## config.mk

```make
export PLATFORM = sky130hd
export DESIGN_NAME = sgp_switch_global_power_control
export DESIGN_NICKNAME = d
export VERILOG_FILES = /design/src/rtl/sgp_pkg.sv /design/src/rtl/sgp_sleep_timer.sv /design/src/rtl/sgp_switch_global_power_control.sv
export VERILOG_INCLUDE_DIRS = /design/src /design/src/rtl
export SDC_FILE = /design/constraint.sdc
export NUM_CORES = 1
export LEC_CHECK = 0
export BUFFER_PORTS_ARGS = -buffer_cell sky130_fd_sc_hd__buf_4
export CAP_MARGIN = 20
export CORE_ASPECT_RATIO = 0.8
export CORE_UTILIZATION = 55
export DETAILED_ROUTE_END_ITERATION = 16
export MAX_ROUTING_LAYER = met4
export PLACE_DENSITY_LB_ADDON = 0.2
export SLEW_MARGIN = 5
export SYNTH_ARGS = -nofsm -noshare
export SYNTH_HDL_FRONTEND = slang
export SYNTH_SLANG_ARGS = --single-unit
```

## constraint.sdc

```tcl
create_clock -name clock -period 5.9 [get_ports clock]
set_input_delay 0 -clock clock [delete_from_list [all_inputs] [get_ports clock]]
set_output_delay 0 -clock clock [all_outputs]
set_load 0.01 [all_outputs]
```

## src/rtl/sgp_params.svh

```systemverilog
// Purpose: offsets, field positions, reset values and timing counts for sgp
// Assumes: 20 MHz system clock
// Notes: included by the sleep timer and control modules, not by the package
`ifndef SGP_PARAMS_SVH
`define SGP_PARAMS_SVH
`define SGP_OFS_GLOBAL_CONTROL_NINE 8'h0b
`define SGP_OFS_GLOBAL_CONTROL_TEN  8'h0c
`define SGP_OFS_FACTORY_TEST_ELEVEN 8'h0d
`define SGP_OFS_POWER_MODE_CONTROL  8'h0e
`define SGP_OFS_SLEEP_DELAY_CONTROL 8'h0f
`define SGP_BIT_READ_EDGE           0
`define SGP_BIT_TRAILER_EN          1
`define SGP_BIT_PASS_FLOW           0
`define SGP_BIT_PLL_DOWN            5
`define SGP_MODE_LSB                3
`define SGP_TEN_RESERVED            8'h44
`define SGP_FACTORY_VALUE           8'h00
`define SGP_SLEEP_RESET             8'h50
`define SGP_MODE_NORMAL             2'h0
`define SGP_MODE_ENERGY             2'h1
`define SGP_MODE_SOFT_DOWN          2'h2
`define SGP_UNIT_MS                 20
`define SGP_CLOCK_KHZ               20000
`define SGP_UNIT_CYCLES             (`SGP_UNIT_MS * `SGP_CLOCK_KHZ)
`define SGP_TRAILER_PORT            3'h4
`endif

```

## src/rtl/sgp_pkg.sv

```systemverilog
// Purpose: types shared by the sgp modules
// Assumes: nothing
// Notes: constants live in sgp_params.svh
package sgp_pkg;
    typedef enum logic [1:0] {
        normal_power_state,
        energy_detect_state,
        soft_power_down_state,
        reserved_state
    } sgp_mode_type;

    typedef struct packed {
        logic       read_edge_rising;
        logic       trailer_enable;
        logic       pass_flow_control;
        logic       pll_down_enable;
        logic [1:0] mode;
        logic [7:0] sleep_delay;
    } sgp_regs_type;

    typedef struct packed {
        logic        write;
        logic        read;
        logic [7:0]  addr;
        logic [7:0]  wdata;
    } sgp_access_type;

    typedef struct packed {
        logic        running;
        logic        asleep;
        logic [7:0]  units;
        logic [31:0] cycles;
    } sgp_timer_type;
endpackage : sgp_pkg

```

## src/rtl/sgp_sleep_timer.sv

```systemverilog
// Purpose: counts consecutive no-energy time in 20 ms units
// Assumes: no_energy is synchronous to clock
// Notes: unit length is a parameter so simulation can shorten it
`timescale 1ns/1ps
`include "sgp_params.svh"
module sgp_sleep_timer #(
    parameter int unsigned UNIT_CYCLES = `SGP_UNIT_CYCLES
) (
    input  wire logic       clock,
    input  wire logic       rst,
    input  wire logic       active,
    input  wire logic       no_energy,
    input  wire logic [7:0] delay_units,
    output logic            asleep
);
    // a zero unit length would never reach its last count
    if (UNIT_CYCLES < 1) begin : g_bad_unit
        $error("sgp_sleep_timer: UNIT_CYCLES must be at least 1");
    end

    localparam logic [31:0] UNIT_LAST = 32'(UNIT_CYCLES - 1);

    sgp_pkg::sgp_timer_type st;
    sgp_pkg::sgp_timer_type next_st;

    always_comb begin
        next_st = st;
        if (!active || !no_energy) begin
            // any energy restarts the consecutive count
            next_st = '0;
        end else if (!st.asleep) begin
            if (st.units >= delay_units) begin
                next_st.asleep = 1'b1;
            end else if (st.cycles == UNIT_LAST) begin
                next_st.cycles = '0;
                next_st.units  = st.units + 8'h01;
            end else begin
                next_st.cycles = st.cycles + 32'h1;
            end
        end
    end

    always_ff @(posedge clock) begin
        if (rst) begin
            st <= '0;
        end else begin
            st <= next_st;
        end
    end

    assign asleep = st.asleep;
endmodule : sgp_sleep_timer

```

## src/rtl/sgp_switch_global_power_control.sv

```systemverilog
// Purpose: global and power-management control registers of the switch
// Assumes: register access strobes come from the serial management port
// Notes: read data is registered and valid the cycle after read
`timescale 1ns/1ps
`include "sgp_params.svh"
module sgp_switch_global_power_control #(
    parameter int unsigned UNIT_CYCLES = `SGP_UNIT_CYCLES
) (
    input  wire logic       clock,
    input  wire logic       rst,
    input  wire logic       reg_write,
    input  wire logic       reg_read,
    input  wire logic [7:0] reg_addr,
    input  wire logic [7:0] reg_wdata,
    output logic [7:0]      reg_rdata,
    input  wire logic [2:0] egress_port,
    input  wire logic       no_energy,
    output logic            read_edge_rising,
    output logic            trailer_insert,
    output logic            pass_flow_control,
    output logic            pll_power_down,
    output logic            energy_detect_power_down,
    output logic            soft_power_down,
    output logic            low_power
);
    // a zero unit length could never be counted out by the sleep timer
    if (UNIT_CYCLES < 1) begin : g_bad_unit
        $error("sgp: UNIT_CYCLES must be at least 1");
    end

    typedef struct packed {
        sgp_pkg::sgp_regs_type regs;
        logic [7:0]            rdata;
    } sgp_state_type;

    sgp_state_type st;
    sgp_state_type next_st;
    logic          asleep;

    function automatic logic [7:0] read_mux(input sgp_pkg::sgp_regs_type r,
                                            input logic [7:0] a);
        logic [7:0] v;
        v = 8'h00;
        case (a)
            `SGP_OFS_GLOBAL_CONTROL_NINE: v = {7'h00, r.read_edge_rising};
            `SGP_OFS_GLOBAL_CONTROL_TEN:
                v = `SGP_TEN_RESERVED | {6'h00, r.trailer_enable, r.pass_flow_control};
            `SGP_OFS_FACTORY_TEST_ELEVEN: v = `SGP_FACTORY_VALUE;
            `SGP_OFS_POWER_MODE_CONTROL:
                v = {2'h0, r.pll_down_enable, r.mode, 3'h0};
            `SGP_OFS_SLEEP_DELAY_CONTROL: v = r.sleep_delay;
            default: v = 8'h00;
        endcase
        return v;
    endfunction : read_mux

    always_comb begin
        next_st = st;
        if (reg_read) begin
            next_st.rdata = read_mux(st.regs, reg_addr);
            if (reg_addr == `SGP_OFS_POWER_MODE_CONTROL) begin
                next_st.regs.mode = `SGP_MODE_NORMAL;
            end
        end
        if (reg_write) begin
            case (reg_addr)
                `SGP_OFS_GLOBAL_CONTROL_NINE: begin
                    next_st.regs.read_edge_rising = reg_wdata[`SGP_BIT_READ_EDGE];
                end
                `SGP_OFS_GLOBAL_CONTROL_TEN: begin
                    next_st.regs.trailer_enable    = reg_wdata[`SGP_BIT_TRAILER_EN];
                    next_st.regs.pass_flow_control = reg_wdata[`SGP_BIT_PASS_FLOW];
                end
                `SGP_OFS_POWER_MODE_CONTROL: begin
                    next_st.regs.pll_down_enable = reg_wdata[`SGP_BIT_PLL_DOWN];
                    // a write in the same cycle as a read wins over the clear
                    next_st.regs.mode = reg_wdata[`SGP_MODE_LSB +: 2];
                end
                `SGP_OFS_SLEEP_DELAY_CONTROL: begin
                    next_st.regs.sleep_delay = reg_wdata;
                end
                default: begin
                end
            endcase
        end
    end

    always_ff @(posedge clock) begin
        if (rst) begin
            st                  <= '0;
            st.regs.sleep_delay <= `SGP_SLEEP_RESET;
        end else begin
            st <= next_st;
        end
    end

    sgp_sleep_timer #(
        .UNIT_CYCLES (UNIT_CYCLES)
    ) u_timer (
        .clock       (clock),
        .rst         (rst),
        .active      (energy_detect_power_down),
        .no_energy   (no_energy),
        .delay_units (st.regs.sleep_delay),
        .asleep      (asleep)
    );

    assign reg_rdata                = st.rdata;
    assign read_edge_rising         = st.regs.read_edge_rising;
    assign pass_flow_control        = st.regs.pass_flow_control;
    // gated by port so no other egress port ever gets the extra byte
    assign trailer_insert           = st.regs.trailer_enable
                                      && (egress_port == `SGP_TRAILER_PORT);
    // reserved encoding behaves as normal operation
    assign energy_detect_power_down = (st.regs.mode == `SGP_MODE_ENERGY);
    assign soft_power_down          = (st.regs.mode == `SGP_MODE_SOFT_DOWN);
    assign low_power                = asleep;
    assign pll_power_down           = st.regs.pll_down_enable && energy_detect_power_down
                                      && asleep;
endmodule : sgp_switch_global_power_control

```

Word level (Yosys, flattened, before mapping) --
Cells that the tools add are included. W data, S select, Z words.
Storage, ports and cells: word-level logic and storage cells 47, output and inout port bits 15, flip-flop bits (word level) 63, input bits 24
Operators by class: add/subtract/negate cells 2, bitwise operators 2, multiplexer cells 11, $lt $le $gt $ge 1, reductions and logical operators 13, equality and inequality tests 8
Operator list (number):
- $mux W41 | 1
- $mux W40 | 1
- $add A32 B1 Y32 const B | 1
- $eq A32 B19 Y1 const B | 1
- $eq A8 B4 Y1 const B | 4
- $mux W32 | 1
- $pmux W8 S4 | 1
- $mux W8 | 2
- $mux W10 | 1
- $reduce_and A2 Y1 | 5
- $add A8 B1 Y8 const B | 1
- $ge A8 B8 Y1 | 1
- $mux W2 | 3
- $eq A3 B3 Y1 const B | 1
- $logic_and A1 B1 Y1 | 3
- $reduce_and A3 Y1 | 1
- $eq A2 B1 Y1 const B | 1
- $eq A2 B2 Y1 const B | 1
- $logic_not A1 Y1 | 2
- $not A1 Y1 | 2
- $reduce_or A2 Y1 | 1
- $logic_or A1 B1 Y1 | 1
- $mux W1 | 1

Depth between registers and ports, before layout --
Gate-level depths: netlist (run 1).
depth in word-level cells 5, depth in mapped cells 9, gate-level depth less buffers 7

Modules after synthesis --
From an unflattened synthesis (run 1), not the netlist that was laid out.
Unflattened totals: cell total of the unflattened synthesis 401, area total of the unflattened synthesis 3499.6 µm²
By module, submodules not included:
- sgp_sleep_timer | times used 1, cells an instance 275, area each 2304.7 µm², sequential area each 820.8 µm²
- sgp_switch_global_power_control | times used 1, cells an instance 126, area each 1194.9 µm², sequential area each 440.4 µm²

Worst setup path after synthesis (run 1) --
OpenSTA, ideal clock, no wires.
path kind register to register, start point register st[11] (netlist name), end point register u_timer.st[16] (netlist name), library setup time 70 ps, arrival 2056 ps, setup slack 3775 ps, path buffers 0, period minus slack after synthesis 2125 ps, cell stages (with the launch flop) 8, required time 5830 ps, cells stage by stage dfxtp_1 -> inv_1 -> ha_1 -> a211oi_1 -> o21ai_1 -> a2111oi_0 -> or3b_2 -> a21oi_1
Between the ends: cells in the longest elaborated chain, start to end 3
RTL lines:
- start, declared | line sgp_switch_global_power_control.sv:36 | sgp_state_type st;
- start signal, assigned | line sgp_switch_global_power_control.sv:93 | st <= next_st;
- $ge A8 B8 Y1 | line sgp_sleep_timer.sv:32 | if (st.units >= delay_units) begin
- $not A1 Y1 (no line)
- $reduce_and A2 Y1 (no line)
- end signal, assigned | line sgp_sleep_timer.sv:47 | st <= next_st;
- end, declared | line sgp_sleep_timer.sv:23 | sgp_pkg::sgp_timer_type st;
No other way between the ends. A chain may end at the register's enable or synchronous reset.

Worst setup path after layout (run 1) --
start point register u_timer.st[35] (netlist name), end point register u_timer.st[31] (netlist name)
Between the ends: cells in the longest elaborated chain, start to end 3
RTL lines (line):
- $ge A8 B8 Y1 | sgp_sleep_timer.sv:32
- $not A1 Y1 (no line)
- $reduce_and A2 Y1 (no line)
No other way between the ends.

==> impl_metrics.yaml, run 1 <==
pwr:
  p_leak_nw: 1.36
  power_mw: 0.824
  power_density_nw_per_um2: 206
  worst_ir_drop_vdd_mv: 0.169
timing:
  slew_headroom_pct: 35.7
  rsz0062_at_grt: "no"
  fin_skew_ns: 0.00721
  finalSetupTns_ns: 0
  setup_viol: 0
  final-hold-violation-count: 0
  fmax_mhz: 389
  slew_viol_final: 0
  post-route-min-period_ns: 2.57
  worst_pin_slew_ns: 0.963
  fin_crit_sh_pct: 43.6
clock_tree:
  numCtsBuffers: 9
  cts_max_level: 3
  cts_max_path_buffers: 2
  root_buffer: "clkbuf_8"
  cts_resized: 0
  post-cts-setup-buffers: 0
  clkTransAtPathRegs_ns: 0.07
  holdBufCountCts: 14
  clk_latency_ns: 0.34
  cts.sinks: 63
  cts_tree: "yes"
logic_synthesis:
  async_reset_ff_share_pct: 0
  postSynthAreaPerCell_um2: 8.26
  ys_seq_area_share_pct: 37.2
  ys_ff_latch: 63
  synth_top_area_share_pct: 37.2
  syn_nets: 445
  synth_flop_cell: "dfxtp_1"
  ys_types: 56
  syn_inst: 411
  synth_largest_area_cell: "dfxtp_1"
  synth_edf_count: 0
  netlist_area_um2: 3390
  netlist_top_cells_area: "dfxtp_1, a21oi_1, nand2_1"
  synth.most_common_cell: "dfxtp_1"
  yosysWarnings: 0
  synth_common_cells: "dfxtp_1, a21oi_1, nand2_1"
die:
  num_rows: 25
  dieHeight_um: 72.3
  io_pins: 39
  dieArea_um2: 6490
  start_util_pct: 57.1
  dieWidth_um: 89.8
  core_area_um2: 5940
finish:
  diodes: 0
  layout.nets: 486
  drive_above_1_share_pct: 15.1
  areaGrowthSynthToFinish_pct: 18.1
global_routing:
  antenna_found_initial: 0
  grt_util_all_layers_pct: 28.4
  grt_pass1_wl_um: 14000
  grt_pass1_vias: 2802
  grt_overflow: 0
  grt_max_degree: 31
routing:
  vias: 3327
  drc: 0
  ant_nets: 0
  initialDrtViolationCount: 317
  vias_per_cell: 6.18
  routed_wl_um: 8640
  firstDrtPassIters: 5
  wl_per_cell_um: 16.1
worst_setup_path:
  cp-start-kind: "flip-flop"
  worstPathArrival_ns: 2.85
  critical_path_class: "flip-flop to flip-flop"
  crit_fanout: 13
  cp.required_ns: 6.18
  endpoint_kind: "flip-flop"
run_status:
  outcome: "complete, no violations"
placed_design:
  io_buffer_count: 38
  dp.final_hpwl_um: 6050
  routabilityCongestion: 0.977
worst_hold_path:
  hold_class: "input port to flip-flop"
job:
  maxCapViolations: 0
==> layout make-up <==
type                       instances  area (um^2)
fill                             519         1940
tap                               81          101
multi-input combinational        306         1940
inverter                          18         67.6
clock inverter                     4         45.0
timing repair buffer              54          448
sequential                        63         1260
clock buffer                      12          145
==> power by group <==
group	switching (mW)	leakage, nW	internal, mW	total (mW)
clock network	0.165	0.100	0.205	0.369
logic	0.0132	0.756	0.0161	0.0293
registers	0.000103	0.507	0.425	0.425
==> cells by family after synthesis <==
kind of cell    Yosys count  synth area share [%]
simple gates            173                  30.1
compound gates          113                  20.7
flops                    63                  37.2
buf+inv                  42                  5.68
fa+ha+maj                10                  3.69
xor+xnor                  7                  1.81
mux                       3                 0.922
==> flip-flops by register name (all words and copies together), names as in the netlist <==
signal             cells
pass_flow_control      1
read_edge_rising       1
reg_rdata              8
st                    12
u_timer.asleep         1
u_timer.st            40
==> placed cells by master (no fill, tap or decap), types with 3 or more instances in the layout <==
master	instances
a21oi_1	44
a2111oi_0	3
a22oi_1	5
o211ai_1	3
nand2_1	41
nor3_1	7
nand4_1	12
o2111ai_1	4
o41ai_1	3
buf_4	39
or4_1	7
nor2_1	17
inv_1	18
clkbuf_8	10
xor2_1	4
or3_1	19
o21ai_1	3
nor4_4	3
dfxtp_1	63
nand3_1	27
o21ai_0	27
and3_1	10
ha_1	10
dlygate4sd3_1	14
xnor2_1	3
clkinv_2	3
o31ai_1	5
and4_1	4
nor4_1	5
==> critical path, cell delays in order, from the launching register on <==
cell       delay, ns
dfxtp_1         0.43
ha_1            0.28
a211oi_1        0.33
o21a_1          0.26
o2111ai_1       0.46
or4_1           0.59
a21oi_1         0.15
==> final timing paths <==
path / start / endpoint / slack (ns) / depth (start not counted)
worst max-delay path: u_timer.st[35] / u_timer.st[31] / 3.33 / 6
worst min-delay path: reg_addr[1] / pass_flow_control / 0.03 / 4
worst max register to register: u_timer.st[35] / u_timer.st[31] / 3.33 / 6
worst min register to register: reg_rdata[3] / reg_rdata[3] / 0.45 / 2
==> per-stage QoR <==
| step | cells | instance area [um^2] | hold slack [ns] | util, % | setup WS, ns |
|---|---|---|---|---|---|
| final | 538 | 4010 | 0.0293 | 67.4 | 3.33 |
| after detailed placement | 507 | 3660 | 0.243 | 61.6 | 3.10 |
| after CTS | 537 | 3990 | 0.0197 | 67.2 | 3.09 |
| after global placement | 507 | 3660 | 0.239 | 61.6 | 3.23 |
| after global routing | 538 | 4010 | 0.0395 | 67.4 | 3.15 |
| after floorplan | 411 | 3390 | 0.0507 | - | 3.77 |
==> routing by layer <==
layer | track usage [%] | wire, um | up-vias
met5 | - | 0 | -
met4 | 8.20 | 71 | 0
met3 | 5.77 | 726 | 9
met2 | 40.3 | 3670 | 143
met1 | 40.7 | 4180 | 1554
li1 | - | - | 1621
No activity file was read; power rests on OpenSTA's default activity.
==> inputs of run 2 (changes only) <==
- clock period: 5.9 -> 2.6 ns (I/O delays scaled with it)
==> run 2 against run 1 <==
Net effect:
- sequential share of layout area is 0.56 points lower
- critical path depth grew 1
- die area did not move
- combinational power rose by 130%
- first-iteration DRC count is 3.2% lower
- via count is 0.33% higher
- final cell count rose by 1.3%
- sequential power grew 130%
- count of clock-buffer cells in the layout increased by 1
- sequential cell count unchanged
- register-to-register slack got worse by 3.1 ns
- critical endpoint is now u_timer.st[16]
- largest power group unchanged
==> impl_metrics.yaml, run 2 (synthesis results as in run 1) <==
worst_setup_path:
  crit_fanout: 7
  slowest_stage: "or3b_2"
  cp.required_ns: 2.89
  endpoint_kind: "flip-flop"
  crit_path_cell_trace: "inv_1, ha_1, a211oi_1, o21ai_1, a2111oi_0, or3b_2, a21oi_1"
  cp-start-kind: "flip-flop"
  critical_path_class: "flip-flop to flip-flop"
  rrSetupSlack_ns: 0.18
  worstPathArrival_ns: 2.70
  max_stage_delay_ns: 0.48
global_routing:
  met2_usage_pct: 41.0
  antenna_found_initial: 0
  gr-usage-met3_pct: 7.76
  grt_pass1_wl_um: 14500
  grt_pass1_vias: 2945
  grt_util_all_layers_pct: 29.8
  use_met1_pct: 42.0
  grt_overflow: 0
  grt-busiest-layer: "met1"
  grt_max_degree: 27
routing:
  vias_per_cell: 6.12
  drc: 0
  ant_nets: 0
  firstDrtPassIters: 6
  initialDrtViolationCount: 307
  routed_wl_um: 9110
  vias: 3338
  wl_per_cell_um: 16.7
finish:
  diodes: 0
  layout.nets: 493
  drive_above_1_share_pct: 16.6
  regMostFlops: "u_timer.st"
  areaGrowthSynthToFinish_pct: 20.2
  largest_reg_flops: 40
  fin_util_pct: 68.7
  final_common_cell: "dfxtp_1"
  regArea_um2: 1260
  fillCellCount: 501
  final_cell_mix: "dfxtp_1, buf_4, a21oi_1"
  multi_input_area_um2: 1950
  final_area_um2: 4080
die:
  start_util_pct: 57.1
  core_area_um2: 5940
  dieHeight_um: 72.3
  dieArea_um2: 6490
  dieWidth_um: 89.8
  num_rows: 25
  io_pins: 39
timing:
  fin_skew_ns: 0.00701
  worst_pin_slew_ns: 0.755
  setup_viol: 0
  final-hold-violation-count: 0
  finalSetupTns_ns: 0
  rsz0062_at_grt: "no"
  slew_viol_final: 0
  fin_ws_ns: 0.183
  post-route-min-period_ns: 2.42
  fmax_mhz: 414
  slew_headroom_pct: 49.3
  fin_crit_sh_pct: 92.9
placed_design:
  routabilityCongestion: 0.954
  pre_cts_ws_ns: 0.192
  io_buffer_count: 38
  placed_area_um2: 3710
  dp.final_hpwl_um: 6390
clock_tree:
  clkTransAtPathRegs_ns: 0.07
  numCtsBuffers: 9
  clk_latency_ns: 0.35
  cts.sinks: 63
  root_buffer: "clkbuf_8"
  cts_tree: "yes"
  cts_max_path_buffers: 2
  post-cts-setup-buffers: 0
  cts_max_level: 3
pwr:
  power_density_nw_per_um2: 473
  clkPwrFrac_pct: 46.5
  sw_frac_of_total_pct: 21.3
  p_comb_share_pct: 3.5
  worst_ir_drop_vdd_mv: 0.425
  power_switching_mw: 0.411
  p_int_mw: 1.52
  p_leak_nw: 1.41
  seqPwrFrac_pct: 50.0
job:
  maxCapViolations: 0
run_status:
  outcome: "complete, no violations"
worst_hold_path:
  hold_class: "input port to flip-flop"
run 2: changes by cell type in the layout (fill, tap and decap cells not counted):
cell	previous run	this run
o2111ai_2	0	1
o2111ai_1	4	3
clkbuf_1	2	1
clkinv_2	3	2
dlygate4sd3_1	14	15
clkbuf_8	10	12
buf_8	1	0
buf_4	39	46
run 2: final cells by class:
cell class              instances  area share (%)
well taps                      81            2.48
multi-input cells             306            47.7
repair buffers                 61            12.1
clock buffers                  13            4.14
flip-flops and latches         63            30.9
clock inverters                 3           0.981
inverters                      18            1.66
run 2: power by group through the flow:
stage          Combinational, mW  Clock, mW  Sequential, mW
3_5_place_dp              0.0527          0           0.987
2_1_floorplan             0.0187          0           0.987
6_report                  0.0669      0.899           0.965
3_3_place_gp              0.0519          0           0.987
5_1_grt                   0.0716      0.949           0.965
4_1_cts                   0.0654      0.903           0.965
run 2: path summary, 6_finish.rpt:
kind,startpoint,to,cells past startpoint
hold reg to reg,reg_rdata[6],reg_rdata[6],2
setup / recovery,st[11],u_timer.st[16],7
setup reg to reg,st[11],u_timer.st[16],7
hold / removal,reg_addr[1],pass_flow_control,4
run 2: routing by layer:
metal | routed length (um) | vias up
li1 | - | 1637
met1 | 4290 | 1545
met2 | 3890 | 139
met3 | 785 | 17
met4 | 150 | 0
met5 | 0 | -
run 2: per-stage QoR:
stage          power, mW  std cells  hold slack, ns
4_1_cts             1.93        545          0.0189
5_1_grt             1.98        545          0.0503
3_5_place_dp        1.04        514           0.245
3_3_place_gp        1.04        514           0.239
2_1_floorplan       1.01        411          0.0507
6_report            1.93        545          0.0353
run 2: timing repair:
action,in CTS,in global routing
hold endpoints to repair,15,0
hold buffers,15,0
resized for setup,0,1
endpoints found under the setup margin,0,1
run 2: worst max-delay path: cells and delay by family, from the launching register on:
| family | cells | cell delay (ns) |
|---|---|---|
| compound gates | 4 | 1.15 |
| simple gates | 1 | 0.48 |
| flops | 1 | 0.36 |
| fa+ha+maj | 1 | 0.30 |
| buf+inv | 1 | 0.05 |
